$ cat src/mpofu_pkg.sv
`default_nettype none
package mpofu_pkg;
    // ****************************************
    // register byte addresses
    // ****************************************
    localparam logic [31:0] MPOFU_ADDR_FAULT_FLAGS = 32'h40011C44;
    localparam logic [31:0] MPOFU_ADDR_DMA_ENABLE = 32'h40011C48;
    localparam logic [31:0] MPOFU_ADDR_PUSH_PULL = 32'h40011C4C;
    localparam logic [31:0] MPOFU_ADDR_PAIR_A = 32'h40011C50;
    localparam logic [31:0] MPOFU_ADDR_PAIR_B = 32'h40011C54;
    localparam logic [31:0] MPOFU_ADDR_SCHEDULE = 32'h40011C58;
    localparam logic [31:0] MPOFU_ADDR_OUT_CTRL = 32'h40011C6C;
    localparam logic [31:0] MPOFU_ADDR_MANUAL_LOAD = 32'h40011C70;
    localparam logic [31:0] MPOFU_ADDR_PROTECT = 32'h40011C74;
    // ****************************************
    // field positions and widths
    // ****************************************
    localparam int MPOFU_FAULT_ONE_BIT = 5;
    localparam int MPOFU_FAULT_ZERO_BIT = 4;
    localparam int MPOFU_ZC_DMA_BIT = 5;
    localparam int MPOFU_START_DMA_BIT = 4;
    localparam int MPOFU_CFG_MODE_BIT = 7;
    localparam int MPOFU_CFG_SWAP_BIT = 6;
    localparam int MPOFU_CFG_PVAL_BIT = 5;
    localparam int MPOFU_CFG_NVAL_BIT = 4;
    localparam int MPOFU_CFG_PSRC_BIT = 3;
    localparam int MPOFU_CFG_NSRC_BIT = 2;
    localparam int MPOFU_CFG_PPOL_BIT = 1;
    localparam int MPOFU_CFG_NPOL_BIT = 0;
    localparam int MPOFU_AUTO_CLR_BIT = 6;
    localparam int MPOFU_ZERO_UPD_BIT = 5;
    localparam int MPOFU_START_UPD_BIT = 4;
    localparam int MPOFU_OE_BIT = 0;
    localparam int MPOFU_DEFAULT_LSB = 8;
    localparam int MPOFU_FLAGS_W = 6;
    localparam int MPOFU_DMA_W = 6;
    localparam int MPOFU_PP_W = 4;
    localparam int MPOFU_PAIR_W = 16;
    localparam int MPOFU_SCHED_W = 7;
    localparam int MPOFU_INTV_W = 4;
    localparam int MPOFU_KEY_W = 16;
    // ****************************************
    // reset values and codes
    // ****************************************
    localparam logic [5:0] MPOFU_FLAGS_RESET = 6'h00;
    localparam logic [5:0] MPOFU_DMA_RESET = 6'h00;
    localparam logic [3:0] MPOFU_PP_RESET = 4'h0;
    localparam logic [15:0] MPOFU_PAIR_RESET = 16'h0000;
    localparam logic [6:0] MPOFU_SCHED_RESET = 7'h00;
    localparam logic [7:0] MPOFU_DEFAULT_RESET = 8'h00;
    localparam logic [15:0] MPOFU_KEY_RESET = 16'h0000;
    localparam logic [15:0] MPOFU_UNLOCK_KEY = 16'hDEAD;
    localparam logic [1:0] MPOFU_RESP_OKAY = 2'h0;
    localparam logic [1:0] MPOFU_RESP_SLVERR = 2'h2;
endpackage : mpofu_pkg
`default_nettype wire

$ cat src/mpofu_top.sv
`timescale 1ns/1ps
`default_nettype none
module mpofu_top #(
    parameter int CNT_W = 16
) (
    // clock and reset
    input wire logic sys_clk,
    input wire logic sys_rst,
    // axi4-lite slave
    input wire logic [31:0] s_axi_awaddr,
    input wire logic s_axi_awvalid,
    output logic s_axi_awready,
    input wire logic [31:0] s_axi_wdata,
    input wire logic [3:0] s_axi_wstrb,
    input wire logic s_axi_wvalid,
    output logic s_axi_wready,
    output logic [1:0] s_axi_bresp,
    output logic s_axi_bvalid,
    input wire logic s_axi_bready,
    input wire logic [31:0] s_axi_araddr,
    input wire logic s_axi_arvalid,
    output logic s_axi_arready,
    output logic [31:0] s_axi_rdata,
    output logic [1:0] s_axi_rresp,
    output logic s_axi_rvalid,
    input wire logic s_axi_rready,
    // counter and waveform sources
    input wire logic [CNT_W-1:0] counter_value,
    input wire logic [CNT_W-1:0] counter_start_value,
    input wire logic edge_aligned_mode,
    input wire logic [3:0] pwm_p_raw,
    input wire logic [3:0] pwm_n_raw,
    input wire logic [3:0] pwm_n_indep,
    // fault and trigger events
    input wire logic fault_input_zero,
    input wire logic fault_input_one,
    input wire logic [3:0] adc_trigger_event,
    // gate driver outputs
    output logic [3:0] pwm_p_out,
    output logic [3:0] pwm_n_out,
    // dma, shadow load and output enable
    output logic zero_cross_dma_req,
    output logic start_event_dma_req,
    output logic [3:0] adc_trigger_dma_req,
    output logic shadow_load,
    output logic output_enable_signal
);
    import mpofu_pkg::*;

    // ****************************************
    // helpers
    // ****************************************
    function automatic logic [31:0] mpofu_merge(input logic [31:0] old_val, input logic [31:0] new_val,
                                                input logic [3:0] strb);
        logic [31:0] res;
        res = old_val;
        for (int i = 0; i < 4; i++)
        begin
            if (strb[i])
            begin
                res[8*i +: 8] = new_val[8*i +: 8];
            end
        end
        return res;
    endfunction : mpofu_merge

    // ****************************************
    // registers
    // ****************************************
    logic [5:0] fault_flags_reg;
    logic [5:0] dma_enable_reg;
    logic [3:0] push_pull_reg;
    logic [15:0] pair_a_reg;
    logic [15:0] pair_b_reg;
    logic [6:0] schedule_reg;
    logic [7:0] default_level_reg;
    logic [15:0] protect_key_reg;
    logic oe_reg;
    logic [3:0] upd_cnt_reg;
    logic [CNT_W-1:0] prev_cnt_reg;
    logic pp_phase_reg;
    logic [3:0] p_out_reg;
    logic [3:0] n_out_reg;
    logic shadow_load_reg;
    logic zc_req_reg;
    logic st_req_reg;
    logic [3:0] adc_req_reg;
    logic bvalid_reg;
    logic [1:0] bresp_reg;
    logic rvalid_reg;
    logic [1:0] rresp_reg;
    logic [31:0] rdata_reg;

    // ****************************************
    // bus decode
    // ****************************************
    wire wr_fire = s_axi_awvalid & s_axi_wvalid & ~bvalid_reg;
    wire rd_fire = s_axi_arvalid & ~rvalid_reg;
    wire unlocked = (protect_key_reg == MPOFU_UNLOCK_KEY);
    wire hit_flags = wr_fire & (s_axi_awaddr == MPOFU_ADDR_FAULT_FLAGS);
    wire hit_dma = wr_fire & unlocked & (s_axi_awaddr == MPOFU_ADDR_DMA_ENABLE);
    wire hit_pp = wr_fire & unlocked & (s_axi_awaddr == MPOFU_ADDR_PUSH_PULL);
    wire hit_pair_a = wr_fire & unlocked & (s_axi_awaddr == MPOFU_ADDR_PAIR_A);
    wire hit_pair_b = wr_fire & unlocked & (s_axi_awaddr == MPOFU_ADDR_PAIR_B);
    wire hit_sched = wr_fire & unlocked & (s_axi_awaddr == MPOFU_ADDR_SCHEDULE);
    wire hit_out = wr_fire & unlocked & (s_axi_awaddr == MPOFU_ADDR_OUT_CTRL);
    wire hit_manual = wr_fire & (s_axi_awaddr == MPOFU_ADDR_MANUAL_LOAD);
    wire hit_protect = wr_fire & (s_axi_awaddr == MPOFU_ADDR_PROTECT);
    wire wr_mapped = (s_axi_awaddr == MPOFU_ADDR_FAULT_FLAGS) | (s_axi_awaddr == MPOFU_ADDR_DMA_ENABLE)
                   | (s_axi_awaddr == MPOFU_ADDR_PUSH_PULL) | (s_axi_awaddr == MPOFU_ADDR_PAIR_A)
                   | (s_axi_awaddr == MPOFU_ADDR_PAIR_B) | (s_axi_awaddr == MPOFU_ADDR_SCHEDULE)
                   | (s_axi_awaddr == MPOFU_ADDR_OUT_CTRL) | (s_axi_awaddr == MPOFU_ADDR_MANUAL_LOAD)
                   | (s_axi_awaddr == MPOFU_ADDR_PROTECT);
    wire [31:0] w_dma = mpofu_merge({26'h0, dma_enable_reg}, s_axi_wdata, s_axi_wstrb);
    wire [31:0] w_pp = mpofu_merge({28'h0, push_pull_reg}, s_axi_wdata, s_axi_wstrb);
    wire [31:0] w_pair_a = mpofu_merge({16'h0, pair_a_reg}, s_axi_wdata, s_axi_wstrb);
    wire [31:0] w_pair_b = mpofu_merge({16'h0, pair_b_reg}, s_axi_wdata, s_axi_wstrb);
    wire [31:0] w_sched = mpofu_merge({25'h0, schedule_reg}, s_axi_wdata, s_axi_wstrb);
    wire [31:0] w_out = mpofu_merge({16'h0, default_level_reg, 7'h00, oe_reg}, s_axi_wdata, s_axi_wstrb);
    wire [31:0] w_key = mpofu_merge({16'h0, protect_key_reg}, s_axi_wdata, s_axi_wstrb);
    // write-1-clear only acts on bytes actually strobed; zeros leave flags alone
    wire [5:0] flag_w1c = hit_flags ? (s_axi_wdata[5:0] & {6{s_axi_wstrb[0]}}) : 6'h00;
    wire manual_load = hit_manual & s_axi_wstrb[0] & s_axi_wdata[0];

    assign s_axi_awready = wr_fire;
    assign s_axi_wready = wr_fire;
    assign s_axi_arready = ~rvalid_reg;

    // ****************************************
    // counter events
    // ****************************************
    wire zero_event = (counter_value == '0) & (prev_cnt_reg != '0);
    wire start_event = (counter_value == counter_start_value) & (prev_cnt_reg != counter_start_value);
    wire zero_upd_en = schedule_reg[MPOFU_ZERO_UPD_BIT];
    wire start_upd_en = schedule_reg[MPOFU_START_UPD_BIT];
    wire [3:0] interval = schedule_reg[MPOFU_INTV_W-1:0];
    wire sched_event = (zero_event & zero_upd_en) | (start_event & start_upd_en);
    wire auto_load = sched_event & (upd_cnt_reg == interval);
    wire auto_clear = auto_load & schedule_reg[MPOFU_AUTO_CLR_BIT];
    // centre-aligned pairs alternate on the zero point, edge-aligned on the period start
    wire pp_toggle = edge_aligned_mode ? start_event : zero_event;

    // ****************************************
    // output path per channel
    // ****************************************
    wire [31:0] chan_cfg = {pair_b_reg, pair_a_reg};
    logic [3:0] p_next;
    logic [3:0] n_next;
    logic [3:0] shoot_through;

    for (genvar ch = 0; ch < 4; ch++)
    begin : g_chan
        wire [7:0] cfg = chan_cfg[8*ch +: 8];
        wire n_wave = cfg[MPOFU_CFG_MODE_BIT] ? pwm_n_indep[ch] : pwm_n_raw[ch];
        wire pp_p = pwm_p_raw[ch] & pp_phase_reg;
        wire pp_n = pwm_p_raw[ch] & ~pp_phase_reg;
        wire gen_p = push_pull_reg[ch] ? pp_p : pwm_p_raw[ch];
        wire gen_n = push_pull_reg[ch] ? pp_n : n_wave;
        wire src_p = cfg[MPOFU_CFG_PSRC_BIT] ? cfg[MPOFU_CFG_PVAL_BIT] : gen_p;
        wire src_n = cfg[MPOFU_CFG_NSRC_BIT] ? cfg[MPOFU_CFG_NVAL_BIT] : gen_n;
        wire sw_p = cfg[MPOFU_CFG_SWAP_BIT] ? src_n : src_p;
        wire sw_n = cfg[MPOFU_CFG_SWAP_BIT] ? src_p : src_n;
        wire pol_p = sw_p ^ cfg[MPOFU_CFG_PPOL_BIT];
        wire pol_n = sw_n ^ cfg[MPOFU_CFG_NPOL_BIT];
        // default levels bypass swap and polarity so a fault parks the bridge predictably
        assign p_next[ch] = oe_reg ? pol_p : default_level_reg[2*ch];
        assign n_next[ch] = oe_reg ? pol_n : default_level_reg[2*ch+1];
        assign shoot_through[ch] = sw_p & sw_n;
    end

    wire [5:0] flag_set = {fault_input_one, fault_input_zero, shoot_through};
    wire [5:0] auto_mask = auto_clear ? 6'h30 : 6'h00;
    wire [5:0] flags_next = (fault_flags_reg & ~flag_w1c & ~auto_mask) | flag_set;
    wire fault_hit = fault_input_one | fault_input_zero;

    // ****************************************
    // register update
    // ****************************************
    always_ff @(posedge sys_clk)
    begin
        if (sys_rst)
        begin
            fault_flags_reg <= MPOFU_FLAGS_RESET;
            dma_enable_reg <= MPOFU_DMA_RESET;
            push_pull_reg <= MPOFU_PP_RESET;
            pair_a_reg <= MPOFU_PAIR_RESET;
            pair_b_reg <= MPOFU_PAIR_RESET;
            schedule_reg <= MPOFU_SCHED_RESET;
            default_level_reg <= MPOFU_DEFAULT_RESET;
            protect_key_reg <= MPOFU_KEY_RESET;
        end
        else
        begin
            fault_flags_reg <= flags_next;
            if (hit_dma)
                dma_enable_reg <= w_dma[MPOFU_DMA_W-1:0];
            if (hit_pp)
                push_pull_reg <= w_pp[MPOFU_PP_W-1:0];
            if (hit_pair_a)
                pair_a_reg <= w_pair_a[MPOFU_PAIR_W-1:0];
            if (hit_pair_b)
                pair_b_reg <= w_pair_b[MPOFU_PAIR_W-1:0];
            if (hit_sched)
                schedule_reg <= w_sched[MPOFU_SCHED_W-1:0];
            if (hit_out)
                default_level_reg <= w_out[MPOFU_DEFAULT_LSB +: 8];
            if (hit_protect)
                protect_key_reg <= w_key[MPOFU_KEY_W-1:0];
        end
    end

    // ****************************************
    // output enable, scheduling and pins
    // ****************************************
    always_ff @(posedge sys_clk)
    begin
        if (sys_rst)
        begin
            oe_reg <= 1'b0;
            upd_cnt_reg <= 4'h0;
            prev_cnt_reg <= '0;
            pp_phase_reg <= 1'b0;
            shadow_load_reg <= 1'b0;
            p_out_reg <= 4'h0;
            n_out_reg <= 4'h0;
            zc_req_reg <= 1'b0;
            st_req_reg <= 1'b0;
            adc_req_reg <= 4'h0;
        end
        else
        begin
            // a fault in the same cycle as a restore keeps the bridge off
            if (fault_hit)
                oe_reg <= 1'b0;
            else if (auto_clear)
                oe_reg <= 1'b1;
            else if (hit_out & s_axi_wstrb[0])
                oe_reg <= s_axi_wdata[MPOFU_OE_BIT];
            if (auto_load)
                upd_cnt_reg <= 4'h0;
            else if (sched_event)
                upd_cnt_reg <= upd_cnt_reg + 4'h1;
            prev_cnt_reg <= counter_value;
            if (pp_toggle)
                pp_phase_reg <= ~pp_phase_reg;
            shadow_load_reg <= auto_load | manual_load;
            p_out_reg <= p_next;
            n_out_reg <= n_next;
            zc_req_reg <= zero_event & dma_enable_reg[MPOFU_ZC_DMA_BIT];
            st_req_reg <= start_event & dma_enable_reg[MPOFU_START_DMA_BIT];
            adc_req_reg <= adc_trigger_event & dma_enable_reg[3:0];
        end
    end

    assign pwm_p_out = p_out_reg;
    assign pwm_n_out = n_out_reg;
    assign shadow_load = shadow_load_reg;
    assign output_enable_signal = oe_reg;
    assign zero_cross_dma_req = zc_req_reg;
    assign start_event_dma_req = st_req_reg;
    assign adc_trigger_dma_req = adc_req_reg;

    // ****************************************
    // read mux and responses
    // ****************************************
    logic [31:0] rd_value;
    logic rd_mapped;

    always_comb
    begin
        rd_mapped = 1'b1;
        if (s_axi_araddr == MPOFU_ADDR_FAULT_FLAGS)
            rd_value = {26'h0, fault_flags_reg};
        else if (s_axi_araddr == MPOFU_ADDR_DMA_ENABLE)
            rd_value = {26'h0, dma_enable_reg};
        else if (s_axi_araddr == MPOFU_ADDR_PUSH_PULL)
            rd_value = {28'h0, push_pull_reg};
        else if (s_axi_araddr == MPOFU_ADDR_PAIR_A)
            rd_value = {16'h0, pair_a_reg};
        else if (s_axi_araddr == MPOFU_ADDR_PAIR_B)
            rd_value = {16'h0, pair_b_reg};
        else if (s_axi_araddr == MPOFU_ADDR_SCHEDULE)
            rd_value = {25'h0, schedule_reg};
        else if (s_axi_araddr == MPOFU_ADDR_OUT_CTRL)
            rd_value = {16'h0, default_level_reg, 7'h00, oe_reg};
        else if (s_axi_araddr == MPOFU_ADDR_MANUAL_LOAD)
            rd_value = 32'h00000000;
        else if (s_axi_araddr == MPOFU_ADDR_PROTECT)
            rd_value = {16'h0, protect_key_reg};
        else
        begin
            rd_value = 32'h00000000;
            rd_mapped = 1'b0;
        end
    end

    always_ff @(posedge sys_clk)
    begin
        if (sys_rst)
        begin
            bvalid_reg <= 1'b0;
            bresp_reg <= MPOFU_RESP_OKAY;
            rvalid_reg <= 1'b0;
            rresp_reg <= MPOFU_RESP_OKAY;
            rdata_reg <= 32'h00000000;
        end
        else
        begin
            if (wr_fire)
            begin
                bvalid_reg <= 1'b1;
                bresp_reg <= wr_mapped ? MPOFU_RESP_OKAY : MPOFU_RESP_SLVERR;
            end
            else if (s_axi_bready)
                bvalid_reg <= 1'b0;
            if (rd_fire)
            begin
                rvalid_reg <= 1'b1;
                rdata_reg <= rd_value;
                rresp_reg <= rd_mapped ? MPOFU_RESP_OKAY : MPOFU_RESP_SLVERR;
            end
            else if (s_axi_rready)
                rvalid_reg <= 1'b0;
        end
    end

    assign s_axi_bvalid = bvalid_reg;
    assign s_axi_bresp = bresp_reg;
    assign s_axi_rvalid = rvalid_reg;
    assign s_axi_rresp = rresp_reg;
    assign s_axi_rdata = rdata_reg;
endmodule : mpofu_top
`default_nettype wire
$ cat config.mk
export PLATFORM = sky130hd
export DESIGN_NAME = mpofu_top
export DESIGN_NICKNAME = d
export VERILOG_FILES = /design/src/mpofu_pkg.sv /design/src/mpofu_top.sv
export SDC_FILE = /design/constraint.sdc
export NUM_CORES = 1
export LEC_CHECK = 0
export ABC_AREA = 1
export ABC_CLOCK_PERIOD_IN_PS = 3950
export BUFFER_PORTS_ARGS = -buffer_cell sky130_fd_sc_hd__buf_2
export CORE_AREA = 2 2 99 197
export DETAILED_ROUTE_END_ITERATION = 10
export DIE_AREA = 0 0 101 199
export GPL_TIMING_DRIVEN = 0
export PLACE_DENSITY = 0.71
export RECOVER_POWER = 100
export SLEW_MARGIN = 25
export SYNTH_ARGS = -nofsm -noshare
export SYNTH_HDL_FRONTEND = slang
export SYNTH_SLANG_ARGS = --single-unit
$ cat constraint.sdc
create_clock -name sys_clk -period 3.95 [get_ports sys_clk]
set_clock_uncertainty 0.1 [all_clocks]
set_input_delay 0.1975 -clock sys_clk [delete_from_list [all_inputs] [get_ports sys_clk]]
set_output_delay 0.1975 -clock sys_clk [all_outputs]
set_load 0.02 [all_outputs]
==> metrics.txt <==
Hold Vio Cnt, Final=0; area delta synth->final=28.3%; Post-Route WL=25900 microns; Max Cap Viol=0; CTS tree=built; Peak VDD IR=260 uV; clk_lat worst skew=approximately 430 ps; Switching Share=between 20% and 30%; sequential-to-total area share from yosys stat=between 30% and 40%; reg2reg setup slack=approximately 1300 ps; pre-CTS setup slack=between 1500 and 2000 ps; PostCTS Resize Cnt=0; global placement routability congestion=between 0.9 and 1; power share of the clock group=about half; H-tree levels=4; Reg power frac=between 40% and 50%; largest net degree at the start of global routing=17; Crit. path cell count=7; Unique masters post-synth=43; setup TNS=0 ps; fin crit share=67.9%; Cell Int Power=about 0.0026 W; Synth Cell Area=between 7000 and 8000 sq um; IO buf count=between 150 and 200; # IOs=215; CTS max path bufs=2; initial antenna violation count=0; Gate power share=about 9.8%; CP max stage delay=around 940 ps; kind of critical path=reg2reg; Setup crit start kind=flip-flop; EDFF count, synth=0; DP HPWL=between 20000 and 25000 microns; vias in the first global route=between 7000 and 8000; Via density=5.12; layout cells sized above 1=about 17%; Slew @ Worst Pin=between 1000 and 1500 ps; Leakage=just over 4 nW; worst hold-check path type=in2reg; hold_buf cts=around 40; CP max-delay cell=nor3_1; Pwr Total=~0.0035 W; Crit path required time=between 4000 and 5000 ps; post-route cell area=~9400 sq um; grt total ovfl=0; Die Area=20100 sq um; DR DRC count=0; critical hold path startpoint=edge_aligned_mode; GRT Util Overall=approximately 26%; Critical Path AT=a little under 3000 ps; # setup viols final=0; total setup buffers inserted after CTS=0; First-pass DRT Iterations=5; CP top delay family=simple AND/OR/NAND/NOR gates; area of the core=18700 sq um; Most Frequent Cell on Critical Path=nor2_1; CTS buffer count=17; clk sinks=between 100 and 150; Worst Slack Setup Final=~1300 ps; worst hold endpoint=pp_phase_reg; worst path bufs/invs=0; Hold Path Stages=4; YS warnings=0; routed vias=7776; status=finished, final reports clean; filler cell count=just under 2000; antenna viol nets, final=0; cell count after synthesis=1033; #FFs+latches synth=136; WL/cell=around 17 microns; Slew HR=24.8%; clk root buf=clkbuf_16; RSZ-0062 raised after global routing=false; Power Dens Cells=between 300 and 400 nW/um^2; effective utilization at floorplan=between 30% and 40%; Critical Path Sink Type=flip-flop; FMAX=roughly 370 MHz; crit-path cells=nor2_1 -> nand3b_1 -> nor2_1 -> nand2_1 -> nor3_1 -> o21ai_0 -> a21oi_1; reg-to-reg startpoint=s_axi_bvalid; ANT cells=0; Core Rows=71; first-pass GRT wire length=roughly 38000 microns; post-layout min period=approximately 2700 ps; area post-placement=~8500 sq um; Primary FF master, synth=dfxtp_1; Post-Syn Area per Cell=between 7 and 8 sq um; Switch Pwr=0.000849 W; cells on worst reg2reg path=7; Reg clk slew, reported paths=60 ps; largest fanout on the critical path=8; Iter 0 DRT Violations=around 480; Async SR Flop Fraction=0%; Die X=a little over 100 microns; capturing point of the worst reg2reg path=push_pull_reg[3]; Nets=between 1000 and 1500; die height=just under 200 microns; Slew Limit Fails=0
-- power groups by stage --
stage          registers (W)  clock network (W)  logic [W]
5_1_grt              0.00140            0.00179   0.000368
3_5_place_dp         0.00143                  0   0.000306
2_1_floorplan        0.00143                  0   0.000162
3_3_place_gp         0.00143                  0   0.000303
4_1_cts              0.00140            0.00173   0.000338
6_report             0.00140            0.00172   0.000338
-- how the worst max path moves through the flow --
stage | start | endpoint | slack [ps]
2_1_floorplan | s_axi_bvalid | dma_enable_reg[1] | 2180
3_3_place_gp | s_axi_araddr[8] | s_axi_rdata[11] | 1730
3_5_place_dp | s_axi_araddr[21] | s_axi_rdata[11] | 1720
4_1_cts | protect_key_reg[0] | push_pull_reg[1] | 1970
5_1_grt | s_axi_bvalid | push_pull_reg[1] | 1150
6_report | s_axi_bvalid | push_pull_reg[3] | 1270
-- area by class of cell --
type	instances	area, sq um	share of cell area (%)
clock buffer	18	439	4.68
inverter	138	519	5.54
timing repair buffer	218	1250	13.3
tap	219	274	2.92
buffer	48	267	2.84
clock inverter	14	198	2.11
sequential	136	2720	29.0
multi-input combinational	728	3710	39.5
-- worst register-to-register path: stages, from the launching register on --
cell and delay, ps:
dfxtp_1 320, nor2_1 410, nand3b_1 140, nor2_1 160
nand2_1 180, nor3_1 940, o21ai_0 200, a21oi_1 170
-- cells in the mapped netlist, types with 2 or more instances --
library cell,n,share of area (%)
inv_2,6,0.31
buf_4,26,2.7
buf_6,5,0.77
clkbuf_1,17,0.87
dfxtp_1,136,37
xor2_1,21,2.5
o211ai_1,3,0.31
nand2_1,187,9.6
nor2_2,5,0.43
nor4_1,6,0.51
o21ai_1,13,0.89
nor2_4,13,2.0
nor4_2,2,0.34
nand4_1,28,2.4
o31ai_1,3,0.31
o21ai_0,79,5.4
and2_1,3,0.26
nor3_4,3,0.67
or2_2,2,0.17
o21a_1,4,0.41
nor3_2,6,0.82
nand3_1,50,3.4
nand3_2,5,0.68
o2111ai_1,7,0.84
nor3_1,15,1.0
a21oi_1,123,8.4
xnor2_1,21,2.5
nand2_2,5,0.43
nor2_1,93,4.8
inv_1,131,6.7
nand3_4,3,0.72
-- per-stage QoR --
stage | hold slack, ps | std cells | util [%]
floorplan | 218 | 1050 | -
CTS | 126 | 1519 | 51.3
global placement | 316 | 1446 | 45.7
detailed placement | 324 | 1446 | 45.7
finish | 139 | 1519 | 50.2
global route | 145 | 1519 | 50.2
-- routing by layer --
metal  part of all wire, %  routed length, microns  up-vias  track usage [%]
li1                      -                       -     3861                -
met1                    33                    8470     3541             21.9
met2                    54                   13900      274             49.3
met3                   3.8                     997      100             3.83
met4                   9.9                    2570        0             22.4
met5                     0                       0        -                0
-- layout by cell type (no fill, tap or decap), types with 5 or more instances in the layout --
cell           Yosys  final
inv_1            131    134
nor4_1             6      6
nor2_4            13      6
nor3_1            15     18
buf_4             26     23
nand2_1          187    192
conb_1             1     18
nand3_1           50     51
clkbuf_16          0     17
o2111ai_1          7      7
clkbuf_1          17     64
nand4_1           28     28
dlygate4sd3_1      0     41
dfxtp_1          136    136
nor3_2             6      5
a21oi_1          123    123
buf_2              0    138
nor2_1            93    102
xnor2_1           21     21
xor2_1            21     21
o21ai_0           79     90
-- kinds of logic (layout without fill, tap and decap cells) --
group                    after synthesis  after routing  synth area share (%)
buffers and inverters                186            436                  11.4
other                                  1             18                0.0513
AND/OR/NAND/NOR                      432            432                  29.1
adder cells (fa/ha/maj)                1              1                 0.171
XOR/XNOR                              42             42                  5.03
AO/OA/AOI/OAI                        235            235                  16.9
flip-flops                           136            136                  37.3
Note: power is estimated with default switching activity, not from simulation.
